<file path="config.mk">
export PLATFORM = sky130hd
export DESIGN_NAME = drt_rom_table
export DESIGN_NICKNAME = d
export VERILOG_FILES = /design/src/drt_pkg.sv /design/src/drt_core_count_capture.sv /design/src/drt_entry_encoder.sv /design/src/drt_rom_table.sv
export SDC_FILE = /design/constraint.sdc
export NUM_CORES = 1
export LEC_CHECK = 0
export BUFFER_PORTS_ARGS = -buffer_cell sky130_fd_sc_hd__buf_2
export CORE_UTILIZATION = 61
export DETAILED_ROUTE_END_ITERATION = 10
export GPL_ROUTABILITY_DRIVEN = 0
export GPL_TIMING_DRIVEN = 0
export PLACE_DENSITY = 0.83
export SLEW_MARGIN = 20
export SYNTH_ARGS = -nofsm -noshare
export SYNTH_HDL_FRONTEND = slang
export SYNTH_HIERARCHICAL = 1
export SYNTH_SLANG_ARGS = --single-unit
</file>
<file path="constraint.sdc">
create_clock -name clk -period 3.5 [get_ports clk]
set_clock_uncertainty 0.05 [all_clocks]
set_input_delay 0.175 -clock clk [delete_from_list [all_inputs] [get_ports clk]]
set_output_delay 0.175 -clock clk [all_outputs]
set_load 0.005 [all_outputs]
</file>
<file path="src/drt_pkg.sv">
package drt_pkg;

	// ------------------------------------------------------------------
	// register byte offsets
	// ------------------------------------------------------------------
	localparam logic [11:0] DRT_SLOT_SIX_OFFSET      = 12'h018;
	localparam logic [11:0] DRT_SLOT_SEVEN_OFFSET    = 12'h01c;
	localparam logic [11:0] DRT_SLOT_EIGHT_OFFSET    = 12'h020;
	localparam logic [11:0] DRT_SLOT_NINE_OFFSET     = 12'h024;
	localparam logic [11:0] DRT_SLOT_TEN_OFFSET      = 12'h028;
	localparam logic [11:0] DRT_SLOT_ELEVEN_OFFSET   = 12'h02c;
	localparam logic [11:0] DRT_SLOT_TWELVE_OFFSET   = 12'h030;
	localparam logic [11:0] DRT_SLOT_THIRTEEN_OFFSET = 12'h034;
	localparam logic [11:0] DRT_STATUS_OFFSET        = 12'h040;
	localparam logic [11:0] DRT_CONTROL_OFFSET       = 12'h044;
	localparam logic [11:0] DRT_COUNT_OFFSET         = 12'h048;

	// ------------------------------------------------------------------
	// slot numbering
	// ------------------------------------------------------------------
	localparam logic [3:0] DRT_FIRST_SLOT = 4'h6;
	localparam int         DRT_SLOT_COUNT = 8;

	// ------------------------------------------------------------------
	// component offsets, in units of 4 kbyte
	// ------------------------------------------------------------------
	localparam logic [19:0] DRT_CORE4_XTI_OFFSET  = 20'h002f0;
	localparam logic [19:0] DRT_CORE5_XTI_OFFSET  = 20'h00370;
	localparam logic [19:0] DRT_CORE6_XTI_OFFSET  = 20'h003f0;
	localparam logic [19:0] DRT_CORE7_XTI_OFFSET  = 20'h00470;
	localparam logic [19:0] DRT_CORE8_XTI_OFFSET  = 20'h004f0;
	localparam logic [19:0] DRT_CORE9_XTI_OFFSET  = 20'h00570;
	localparam logic [19:0] DRT_CORE10_XTI_OFFSET = 20'h005f0;
	localparam logic [19:0] DRT_CORE11_XTI_OFFSET = 20'h00670;

	// ------------------------------------------------------------------
	// least core count that populates each slot
	// ------------------------------------------------------------------
	localparam logic [4:0] DRT_SLOT_SIX_MIN_CORES      = 5'h05;
	localparam logic [4:0] DRT_SLOT_SEVEN_MIN_CORES    = 5'h06;
	localparam logic [4:0] DRT_SLOT_EIGHT_MIN_CORES    = 5'h07;
	localparam logic [4:0] DRT_SLOT_NINE_MIN_CORES     = 5'h08;
	localparam logic [4:0] DRT_SLOT_TEN_MIN_CORES      = 5'h09;
	localparam logic [4:0] DRT_SLOT_ELEVEN_MIN_CORES   = 5'h0a;
	localparam logic [4:0] DRT_SLOT_TWELVE_MIN_CORES   = 5'h0b;
	localparam logic [4:0] DRT_SLOT_THIRTEEN_MIN_CORES = 5'h0c;

	// ------------------------------------------------------------------
	// entry layout
	// ------------------------------------------------------------------
	localparam int         DRT_OFFSET_LSB    = 12;
	localparam int         DRT_PIDV_BIT      = 2;
	localparam int         DRT_PRESENT_LSB   = 0;
	localparam logic       DRT_PIDV_VALUE    = 1'b0;
	localparam logic [1:0] DRT_PRESENT_VALUE = 2'h3;

	// ------------------------------------------------------------------
	// status, control and counter layout
	// ------------------------------------------------------------------
	localparam int         DRT_STAT_COUNT_LSB     = 0;
	localparam int         DRT_STAT_CAPTURED_BIT  = 8;
	localparam int         DRT_STAT_RO_WRITE_BIT  = 16;
	localparam int         DRT_CTRL_CLR_FLAG_BIT  = 0;
	localparam int         DRT_CTRL_CLR_COUNT_BIT = 1;
	localparam int         DRT_COUNT_WIDTH        = 16;
	localparam logic [4:0] DRT_CORE_COUNT_RESET   = 5'h00;

	// ------------------------------------------------------------------
	// ahb-lite encodings
	// ------------------------------------------------------------------
	localparam logic [2:0] DRT_HSIZE_WORD = 3'h2;
	localparam logic       DRT_HRESP_OKAY = 1'b0;

endpackage

</file>
<file path="src/drt_core_count_capture.sv">
`timescale 1ns/100ps
module drt_core_count_capture
	import drt_pkg::*;
(
	// clock and reset
	input  wire logic       clk,
	input  wire logic       rst,
	// strap from cluster configuration
	input  wire logic [4:0] configured_core_count,
	// held value
	output logic      [4:0] core_count,
	output logic            captured
);

	// ------------------------------------------------------------------
	// capture once, on the first edge after reset release
	// ------------------------------------------------------------------
	// the strap is taken by a clocked load, never by the reset itself
	always_ff @(posedge clk or posedge rst) begin
		if (rst) begin
			core_count <= DRT_CORE_COUNT_RESET;
			captured   <= 1'b0;
		end else if (!captured) begin
			core_count <= configured_core_count;
			captured   <= 1'b1;
		end
	end

endmodule // drt_core_count_capture

</file>
<file path="src/drt_entry_encoder.sv">
`timescale 1ns/100ps
module drt_entry_encoder
	import drt_pkg::*;
(
	// slot being encoded
	input  wire logic [3:0]  slot,
	// held core count
	input  wire logic [4:0]  core_count,
	// entry word
	output logic      [31:0] entry
);

	// ------------------------------------------------------------------
	// per-slot lookups
	// ------------------------------------------------------------------
	function automatic logic [19:0] slot_offset(input logic [3:0] s);
		case (s)
			4'h6:    slot_offset = DRT_CORE4_XTI_OFFSET;
			4'h7:    slot_offset = DRT_CORE5_XTI_OFFSET;
			4'h8:    slot_offset = DRT_CORE6_XTI_OFFSET;
			4'h9:    slot_offset = DRT_CORE7_XTI_OFFSET;
			4'ha:    slot_offset = DRT_CORE8_XTI_OFFSET;
			4'hb:    slot_offset = DRT_CORE9_XTI_OFFSET;
			4'hc:    slot_offset = DRT_CORE10_XTI_OFFSET;
			4'hd:    slot_offset = DRT_CORE11_XTI_OFFSET;
			default: slot_offset = 20'h00000;
		endcase
	endfunction

	// unknown slots get a threshold no count reaches
	function automatic logic [5:0] slot_threshold(input logic [3:0] s);
		case (s)
			4'h6:    slot_threshold = {1'b0, DRT_SLOT_SIX_MIN_CORES};
			4'h7:    slot_threshold = {1'b0, DRT_SLOT_SEVEN_MIN_CORES};
			4'h8:    slot_threshold = {1'b0, DRT_SLOT_EIGHT_MIN_CORES};
			4'h9:    slot_threshold = {1'b0, DRT_SLOT_NINE_MIN_CORES};
			4'ha:    slot_threshold = {1'b0, DRT_SLOT_TEN_MIN_CORES};
			4'hb:    slot_threshold = {1'b0, DRT_SLOT_ELEVEN_MIN_CORES};
			4'hc:    slot_threshold = {1'b0, DRT_SLOT_TWELVE_MIN_CORES};
			4'hd:    slot_threshold = {1'b0, DRT_SLOT_THIRTEEN_MIN_CORES};
			default: slot_threshold = 6'h3f;
		endcase
	endfunction

	// ------------------------------------------------------------------
	// entry assembly
	// ------------------------------------------------------------------
	logic        populated;
	logic [31:0] entry_word;

	assign populated  = {1'b0, core_count} >= slot_threshold(slot);
	assign entry_word = ({12'h000, slot_offset(slot)} << DRT_OFFSET_LSB)
		| (32'(DRT_PIDV_VALUE) << DRT_PIDV_BIT)
		| (32'(DRT_PRESENT_VALUE) << DRT_PRESENT_LSB);
	// bits 11:3 are never set by the terms above
	assign entry = populated ? entry_word : 32'h00000000;

endmodule // drt_entry_encoder

</file>
<file path="src/drt_rom_table.sv">
// What this block does
// - every entry exists; an unpopulated slot reads all zero
// - entries are 32-bit read-only; writes leave them unchanged
// - populated entry reads zero in bits 11 to 3
// - populated entry reads power domain id valid bit as zero
// - populated entry reads present field as binary 11
// - slot six: core 4 trigger interface, five or more cores
// - slot seven: core 5 trigger interface, six or more cores
// - slot eight: core 6 trigger interface, seven or more cores
// - slot nine: core 7 trigger interface, eight or more cores
// - slot ten: core 8 trigger interface, nine or more cores
// - slot eleven: core 9 trigger interface, ten or more cores
// - slot twelve: core 10 trigger interface, eleven or more cores
// - slot thirteen: core 11 trigger interface, twelve or more cores
`timescale 1ns/100ps
module drt_rom_table
	import drt_pkg::*;
(
	// clock and reset
	input  wire logic        clk,
	input  wire logic        rst,
	// core count strap from cluster configuration
	input  wire logic [4:0]  configured_core_count,
	// ahb-lite address phase
	input  wire logic        hsel,
	input  wire logic [31:0] haddr,
	input  wire logic [1:0]  htrans,
	input  wire logic        hwrite,
	input  wire logic [2:0]  hsize,
	input  wire logic        hready,
	// ahb-lite data phase
	input  wire logic [31:0] hwdata,
	output logic             hreadyout,
	output logic             hresp,
	output logic      [31:0] hrdata
);

	// ------------------------------------------------------------------
	// helpers
	// ------------------------------------------------------------------
	// word match on the low 12 bits; hsel covers the rest of the map
	function automatic logic word_at(input logic [11:0] addr,
		input logic [11:0] offset);
		word_at = addr[11:2] == offset[11:2];
	endfunction

	// ------------------------------------------------------------------
	// core count capture
	// ------------------------------------------------------------------
	logic [4:0] core_count;
	logic       count_captured;

	drt_core_count_capture u_capture (
		.clk                   (clk),
		.rst                   (rst),
		.configured_core_count (configured_core_count),
		.core_count            (core_count),
		.captured              (count_captured)
	);

	// ------------------------------------------------------------------
	// entry words
	// ------------------------------------------------------------------
	logic [31:0] entry_word [DRT_SLOT_COUNT];

	for (genvar i = 0; i < DRT_SLOT_COUNT; i++) begin : g_slot
		drt_entry_encoder u_entry (
			.slot       (4'(DRT_FIRST_SLOT + 4'(i))),
			.core_count (core_count),
			.entry      (entry_word[i])
		);
	end

	logic [31:0] table_entry_slot_six;
	logic [31:0] table_entry_slot_seven;
	logic [31:0] table_entry_slot_eight;
	logic [31:0] table_entry_slot_nine;
	logic [31:0] table_entry_slot_ten;
	logic [31:0] table_entry_slot_eleven;
	logic [31:0] table_entry_slot_twelve;
	logic [31:0] table_entry_slot_thirteen;

	assign table_entry_slot_six      = entry_word[0];
	assign table_entry_slot_seven    = entry_word[1];
	assign table_entry_slot_eight    = entry_word[2];
	assign table_entry_slot_nine     = entry_word[3];
	assign table_entry_slot_ten      = entry_word[4];
	assign table_entry_slot_eleven   = entry_word[5];
	assign table_entry_slot_twelve   = entry_word[6];
	assign table_entry_slot_thirteen = entry_word[7];

	// ------------------------------------------------------------------
	// address phase
	// ------------------------------------------------------------------
	logic        addr_taken;
	logic        read_taken;
	logic        write_taken;
	logic [11:0] addr_low;

	// no wait states, so hready is our own hreadyout
	assign addr_taken  = hsel & htrans[1] & hready;
	assign read_taken  = addr_taken & ~hwrite;
	assign write_taken = addr_taken & hwrite & (hsize == DRT_HSIZE_WORD);
	assign addr_low    = haddr[11:0];

	// ------------------------------------------------------------------
	// read decode, on the address phase
	// ------------------------------------------------------------------
	logic rd_six;
	logic rd_seven;
	logic rd_eight;
	logic rd_nine;
	logic rd_ten;
	logic rd_eleven;
	logic rd_twelve;
	logic rd_thirteen;
	logic rd_status;
	logic rd_count;

	// every entry decodes whatever the core count
	assign rd_six      = word_at(addr_low, DRT_SLOT_SIX_OFFSET);
	assign rd_seven    = word_at(addr_low, DRT_SLOT_SEVEN_OFFSET);
	assign rd_eight    = word_at(addr_low, DRT_SLOT_EIGHT_OFFSET);
	assign rd_nine     = word_at(addr_low, DRT_SLOT_NINE_OFFSET);
	assign rd_ten      = word_at(addr_low, DRT_SLOT_TEN_OFFSET);
	assign rd_eleven   = word_at(addr_low, DRT_SLOT_ELEVEN_OFFSET);
	assign rd_twelve   = word_at(addr_low, DRT_SLOT_TWELVE_OFFSET);
	assign rd_thirteen = word_at(addr_low, DRT_SLOT_THIRTEEN_OFFSET);
	assign rd_status   = word_at(addr_low, DRT_STATUS_OFFSET);
	assign rd_count    = word_at(addr_low, DRT_COUNT_OFFSET);

	// ------------------------------------------------------------------
	// data phase state
	// ------------------------------------------------------------------
	logic        dp_write;
	logic [11:0] dp_addr;

	always_ff @(posedge clk or posedge rst) begin
		if (rst) begin
			dp_write <= 1'b0;
			dp_addr  <= 12'h000;
		end else if (hready) begin
			dp_write <= write_taken;
			dp_addr  <= addr_low;
		end
	end

	// ------------------------------------------------------------------
	// write decode, on the data phase
	// ------------------------------------------------------------------
	logic wr_entry;
	logic wr_status;
	logic wr_count;
	logic wr_control;
	logic wr_read_only;

	assign wr_entry   = dp_write
		& (dp_addr[11:2] >= DRT_SLOT_SIX_OFFSET[11:2])
		& (dp_addr[11:2] <= DRT_SLOT_THIRTEEN_OFFSET[11:2]);
	assign wr_status  = dp_write & word_at(dp_addr, DRT_STATUS_OFFSET);
	assign wr_count   = dp_write & word_at(dp_addr, DRT_COUNT_OFFSET);
	assign wr_control = dp_write & word_at(dp_addr, DRT_CONTROL_OFFSET);
	// entries have no storage, so a write can only be noted
	assign wr_read_only = wr_entry | wr_status | wr_count;

	logic clr_flag;
	logic clr_count;

	assign clr_flag  = wr_control & hwdata[DRT_CTRL_CLR_FLAG_BIT];
	assign clr_count = wr_control & hwdata[DRT_CTRL_CLR_COUNT_BIT];

	// ------------------------------------------------------------------
	// read-only write flag
	// ------------------------------------------------------------------
	logic ro_write_seen;
	logic next_ro_write_seen;

	// a write landing with the clear keeps the flag up
	assign next_ro_write_seen = wr_read_only | (ro_write_seen & ~clr_flag);

	always_ff @(posedge clk or posedge rst) begin
		if (rst) begin
			ro_write_seen <= 1'b0;
		end else begin
			ro_write_seen <= next_ro_write_seen;
		end
	end

	// ------------------------------------------------------------------
	// transfer counter
	// ------------------------------------------------------------------
	// wraps silently; a debugger only wants deltas
	logic [DRT_COUNT_WIDTH-1:0] xfer_count;
	logic [DRT_COUNT_WIDTH-1:0] next_xfer_count;
	logic [DRT_COUNT_WIDTH-1:0] count_base;

	assign count_base      = clr_count ? '0 : xfer_count;
	assign next_xfer_count = count_base
		+ DRT_COUNT_WIDTH'(addr_taken);

	always_ff @(posedge clk or posedge rst) begin
		if (rst) begin
			xfer_count <= '0;
		end else begin
			xfer_count <= next_xfer_count;
		end
	end

	// ------------------------------------------------------------------
	// status word
	// ------------------------------------------------------------------
	logic [31:0] status_word;
	logic [31:0] count_word;

	assign status_word = (32'(core_count) << DRT_STAT_COUNT_LSB)
		| (32'(count_captured) << DRT_STAT_CAPTURED_BIT)
		| (32'(ro_write_seen) << DRT_STAT_RO_WRITE_BIT);
	assign count_word  = 32'(xfer_count);

	// ------------------------------------------------------------------
	// read data select
	// ------------------------------------------------------------------
	// control reads as zero, unmapped words read as zero
	logic [31:0] next_rdata;

	assign next_rdata = ({32{rd_six}}      & table_entry_slot_six)
		| ({32{rd_seven}}    & table_entry_slot_seven)
		| ({32{rd_eight}}    & table_entry_slot_eight)
		| ({32{rd_nine}}     & table_entry_slot_nine)
		| ({32{rd_ten}}      & table_entry_slot_ten)
		| ({32{rd_eleven}}   & table_entry_slot_eleven)
		| ({32{rd_twelve}}   & table_entry_slot_twelve)
		| ({32{rd_thirteen}} & table_entry_slot_thirteen)
		| ({32{rd_status}}   & status_word)
		| ({32{rd_count}}    & count_word);

	// ------------------------------------------------------------------
	// read data register
	// ------------------------------------------------------------------
	// loaded at the address edge so hrdata stands through the data phase
	always_ff @(posedge clk or posedge rst) begin
		if (rst) begin
			hrdata <= 32'h00000000;
		end else if (hready) begin
			hrdata <= read_taken ? next_rdata : 32'h00000000;
		end
	end

	// ------------------------------------------------------------------
	// response
	// ------------------------------------------------------------------
	// every access completes in one data cycle with okay
	assign hreadyout = 1'b1;
	assign hresp     = DRT_HRESP_OKAY;

endmodule // drt_rom_table

</file>
# Word-level counts from Yosys, hierarchy flattened
# Memory sizes are Yosys's and may differ from the RTL's.
# Cells that the tools add are included.
[totals]
reg_bits = 68
mem_bits_ro = 1664
input_bits = 79
out_inout_bits = 34
wordCells = 97
memories = 16
[memory_table]
columns = ["memory", "depth", "width", "rd", "rd_ports_with_merged_regs", "write_ports", "line", "source"]
rows = [
  ["(name not given)", 16, 7, 1, 0, 0, "drt_entry_encoder.sv:17", "case (s)"],
  ["(name not given)", 16, 7, 1, 0, 0, "drt_entry_encoder.sv:17", ""],
  ["(name not given)", 16, 7, 1, 0, 0, "drt_entry_encoder.sv:17", ""],
  ["(name not given)", 16, 7, 1, 0, 0, "drt_entry_encoder.sv:17", ""],
  ["(name not given)", 16, 7, 1, 0, 0, "drt_entry_encoder.sv:17", ""],
  ["(name not given)", 16, 7, 1, 0, 0, "drt_entry_encoder.sv:17", ""],
  ["10 more memories", "--", "--", "--", "--", "--", "--", ""],
]
[classes]
n_addsub = 1
n_lt_le_gt_ge = 10
n_eq_ne = 14
muxes = 10
bitwise_logic = 39
[ops]
columns = ["cell", "n"]
rows = [
  ["2-to-1 mux 32 bit", 9],
  ["bitwise OR 32 bit", 9],
  ["bitwise AND 32 bit", 8],
  ["equality test 10 x 4 -> 1 bit, second input constant", 6],
  ["equality test 10 x 5 -> 1 bit, second input constant", 5],
  [">= comparator 5 x 6 -> 1 bit", 8],
  ["bitwise AND 32 x 16 -> 32 bit", 1],
  ["bitwise AND 32 x 17 -> 32 bit", 1],
  ["equality test 10 x 3 -> 1 bit, second input constant", 2],
  ["bitwise OR 9 x 17 -> 17 bit", 1],
  ["adder 16 x 1 -> 16 bit", 1],
  ["2-to-1 mux 16 bit", 1],
  ["bitwise AND 1 bit", 13],
  [">= comparator 10 x 3 -> 1 bit, second input constant", 1],
  ["less-or-equal comparator 10 x 4 -> 1 bit, second input constant", 1],
  ["bitwise OR 5 x 9 -> 9 bit", 1],
  ["equality test 3 x 2 -> 1 bit, second input constant", 1],
  ["bitwise OR 1 bit", 3],
  ["inverter 1 bit", 2],
]

# Longest topological paths before layout
# An unclocked memory read counts as a cell.
[logic_depth]
depth_word = 14
mapped_depth = 15
ltp_nobuf = 14

# By module
# Netlist, hierarchy kept.
[by_module_without_submodules]
columns = ["mod", "n_inst", "cells_each", "area_per_inst_um2", "seq_area_each_um2"]
rows = [
  ["drt_rom_table", 1, 486, 4812.1, 1501.4],
  ["drt_entry_encoder", 8, 78, 569.3, 0.0],
  ["drt_core_count_capture", 1, 13, 214.0, 150.1],
]

# Worst setup path after synthesis
# No wires, ideal clock.
[synth_path]
kind = "reg-to-reg"
startpoint = "register u_capture.core_count[4]"
endpoint = "register hrdata[17]"
setup_ps = 119
arrival_ps = 2631
t_required_ps = 3331
setup_slack_ps = 701
stages_incl_launch_ff = 9
n_path_buf = 1
synth_period_minus_slack_ps = 2799
path_cell_list = "dfrtp_1 > nand4b_1 > a21oi_2 > o41ai_4 > inv_1 > buf_4 > mux4_2 > a32oi_1 > a21bo_1"
[synth_between]
word_cells_on_any_way = 34
cone_classes = "order compare (8); mux (9); bitwise (17)"
[synth_lines]
columns = ["element", "line", "source"]
rows = [
  ["start, declared", "drt_core_count_capture.sv:11", "output logic [4:0] core_count,"],
  ["start signal, assigned", "drt_core_count_capture.sv:24", "core_count <= configured_core_count;"],
  [">= comparator 5 x 6 -> 1 bit", "drt_entry_encoder.sv:51", "assign populated = {1'b0, core_count} >= slot_threshold(slot);"],
  ["2-to-1 mux 32 bit", "drt_entry_encoder.sv:56", "assign entry = populated ? entry_word : 32'h00000000;"],
  ["named net table_entry_slot_eleven[17]", "drt_rom_table.sv:79", "logic [31:0] table_entry_slot_eleven;"],
  ["bitwise AND 32 bit", "drt_rom_table.sv:231", "| ({32{rd_eleven}} & table_entry_slot_eleven)"],
  ["bitwise OR 32 bit", "drt_rom_table.sv:231", ""],
  ["bitwise OR 32 bit", "drt_rom_table.sv:232", "| ({32{rd_twelve}} & table_entry_slot_twelve)"],
  ["bitwise OR 32 bit", "drt_rom_table.sv:233", "| ({32{rd_thirteen}} & table_entry_slot_thirteen)"],
  ["bitwise OR 32 bit", "drt_rom_table.sv:234", "| ({32{rd_status}} & status_word)"],
  ["bitwise OR 32 bit", "drt_rom_table.sv:235", "| ({32{rd_count}} & count_word);"],
  ["2-to-1 mux 32 bit", "drt_rom_table.sv:245", "hrdata <= read_taken ? next_rdata : 32'h00000000;"],
  ["end signal, assigned", "drt_rom_table.sv:245", ""],
  ["end, declared", "drt_rom_table.sv:35", "output logic [31:0] hrdata"],
]
# The timed path passes the listed nets, and every way through them passes these cells.
# A chain may end at the register's enable or synchronous reset.

# Worst setup path in the final report
[layout_path]
startpoint = "register u_capture.core_count[1]"
endpoint = "register hrdata[0]"
[layout_between]
word_cells_on_any_way = 34
cone_classes = "order compare (8); mux (9); bitwise (17)"
[layout_lines]
columns = ["element", "line", "source"]
rows = [
  [">= comparator 5 x 6 -> 1 bit", "drt_entry_encoder.sv:51", ""],
  ["named net g_slot[7].u_entry.populated", "drt_entry_encoder.sv:48", "logic populated;"],
  ["2-to-1 mux 32 bit", "drt_entry_encoder.sv:56", ""],
  ["named net table_entry_slot_thirteen[0]", "drt_rom_table.sv:81", "logic [31:0] table_entry_slot_thirteen;"],
  ["bitwise AND 32 bit", "drt_rom_table.sv:233", ""],
  ["bitwise OR 32 bit", "drt_rom_table.sv:233", ""],
  ["bitwise OR 32 bit", "drt_rom_table.sv:234", ""],
  ["bitwise OR 32 bit", "drt_rom_table.sv:235", ""],
  ["2-to-1 mux 32 bit", "drt_rom_table.sv:245", ""],
]
# The timed path passes the listed nets, and every way through them passes these cells.

==> results.yml <==
floorplanning:
  io_pins: 113
  die_area_um2: 16200
  die_h_um: 127
  core_um2: 15300
  initial_core_util_pct: 62.8
  rows: 45
  chipWidth_um: 127
worst_setup_path:
  path_max_fanout: 10
  critical_path_class: "flop to flop"
  worstPathRequired_ps: 3640
  worst_r2r_path_depth: 10
  critPathArrivalTime_ps: 3320
  end_kind: "flop"
  critPathLaunchType: "flop"
clock_tree:
  cts_buffers: 9
  h-tree-depth: 3
  clock-root-buffer: "clkbuf_16"
  cts.sinks: 66
  cts_buffer_depth: 2
  cts_setup_buffers: 0
  cts.clk_slew.worst_paths_ps: 60
  cts_tree: "yes"
  holdBufCountCts: 1
  cts.repair.resized: 0
  insertion_delay_ps: 340
sta:
  period_minus_slack_ps: 3180
  holdWs_ps: 14.7
  rsz0062_at_grt: "false"
  tns_ps: 0
  worst_pin_slew_ps: 752
  post-route-period-util_pct: 90.9
  slew_viol_final: 0
  hold_viol: 0
  slew_headroom_pct: 49.9
  timing.fmax_ghz: 0.314
  setup_viol: 0
yosys:
  ys_ff_latch: 66
  ys_seq_area_share_pct: 17.2
  syn-mean-instance-area_um2: 8.53
  synthArstFlopShare_pct: 100
  yosysWarnings: 6
  yosysUniqueCellTypes: 68
  synthMuxAreaShare_pct: 13.4
  synth_compound_area_share_pct: 19.6
  synth_edf_count: 0
  synthAdderAreaFrac_pct: 10.7
  syn_inst: 1123
  synth_top_family_by_area: "buffers and inverters"
  synth_xor_area_share_pct: 1.74
  synth_top_flop_cell: "dfrtp_1"
  syn-cell-area_um2: 9580
  yosys.area_share.simple_pct: 13.8
worst_hold_path:
  holdPathStages: 2
  hp-class: "input pin to flop"
final_layout:
  drive_gt1_share_pct: 27.1
  final_common_cell: "conb_1"
  fin_util_pct: 75.8
  layout_common_cells: "299 x conb_1, 227 x buf_4, 92 x buf_2"
  antenna_cells: 0
  final_area_um2: 11600
  nets: 1641
  n_fill_cell: 1173
  area_delta_synth_final_pct: 20.8
drt:
  dr_total_vias: 8402
  viasPerCell: 4.95
  drt-initial-drc-count: 446
  routedWlPerCell_um: 14.0
  postRouteAntennaNets: 0
  first_pass_iters: 5
  wl_um: 23800
  drc: 0
status:
  status: "completed"
power_and_ir_drop:
  ir_drop_mv: 0.319
  powerDensity_nw_per_um2: 256
  leakage_uw: 0.00631
place:
  port_buffers: 56
  dp_hpwl_um: 18200
  dpl-instance-area_um2: 11200
grt:
  grt_pass1_vias: 8166
  grt_pass1_wl_um: 38300
  track_usage_pct: 30.1
  grt_max_degree: 48
  antenna_found_initial: 0
  overflow: 0
run:
  max_cap_violations: 0
-- logic make-up after synthesis --
kind of cell / after synthesis
fa+ha+maj: 82
xor+xnor: 19
compound gates: 249
flops: 66
buf+inv: 348
mux: 101
simple gates: 247
other cells: 11
-- cell usage after synthesis (all sizes together), types with 13 or more instances --
| library cell | number | area [um2] |
|---|---|---|
| nor2b | 37 | 231 |
| ha | 82 | 1030 |
| dfrtp | 66 | 1650 |
| a22oi | 47 | 353 |
| mux2i | 65 | 651 |
| a21oi | 41 | 235 |
| o21ai | 70 | 350 |
| mux4 | 20 | 450 |
| nand2 | 70 | 263 |
| buf | 265 | 1910 |
| mux2 | 16 | 180 |
| nor2 | 52 | 203 |
| nor3 | 13 | 70.1 |
| inv | 70 | 263 |
-- where the power goes --
group | internal [uW] | switching [uW] | total, uW
clock network | 630 | 386 | 1020
logic | 535 | 506 | 1040
registers | 807 | 92.9 | 900
-- per-layer routing --
metal | track usage [%] | part of all wire, % | up-vias
met3 | 5.11 | 5.8 | 55
met5 | 0 | 0 | -
met2 | 53.2 | 49 | 249
met1 | 36.1 | 42 | 3924
met4 | 12.3 | 2.8 | 0
li1 | - | - | 4174
-- area by class of cell --
| class | instances | area (um2) | share of cell area [%] |
|---|---|---|---|
| Inverter | 71 | 269 | 2.32 |
| Clock inverter | 7 | 100 | 0.865 |
| Buffer | 277 | 1950 | 16.9 |
| Tap cell | 211 | 264 | 2.28 |
| Timing Repair Buffer | 58 | 318 | 2.75 |
| Sequential cell | 66 | 1650 | 14.3 |
| Clock buffer | 9 | 225 | 1.95 |
| Multi-Input combinational cell | 997 | 6790 | 58.7 |
-- worst max-delay path, cell delays in order (launching register included) --
cell and delay [ps]:
dfrtp_1 730, ha_1 340, nand4b_1 110, a21oi_2 60
o41ai_4 450, inv_1 120, buf_4 150, mux2i_1 130
o2bb2ai_1 90, a2111oi_1 560, o221ai_1 230
-- sequential cells by signal (all words and copies together), names as in the netlist --
register / cells
dp_addr: 10
dp_write: 1
hrdata: 32
ro_write_seen: 1
u_capture/captured: 1
u_capture/core_count: 5
xfer_count: 16
-- path summary, 6_finish.rpt --
kind | start | end | slack (ps)
max | u_capture/core_count[1] | hrdata[0] | 320
min in group asynchronous | rst | u_capture/core_count[1] | 280
min | configured_core_count[2] | u_capture/core_count[2] | 10
max in group asynchronous | rst | hrdata[31] | 2580
max reg2reg | u_capture/core_count[1] | hrdata[0] | 320
min reg2reg | hrdata[10] | hrdata[10] | 450
-- through the flow --
stage	total power, uW	instances	worst slack, ps
2_1_floorplan	1710	1411	701
3_3_place_gp	1850	1678	134
4_1_cts	2890	1696	362
6_report	2960	1696	317
3_5_place_dp	1880	1679	344
5_1_grt	3100	1696	164
Note: power is estimated with default switching activity, not from simulation.
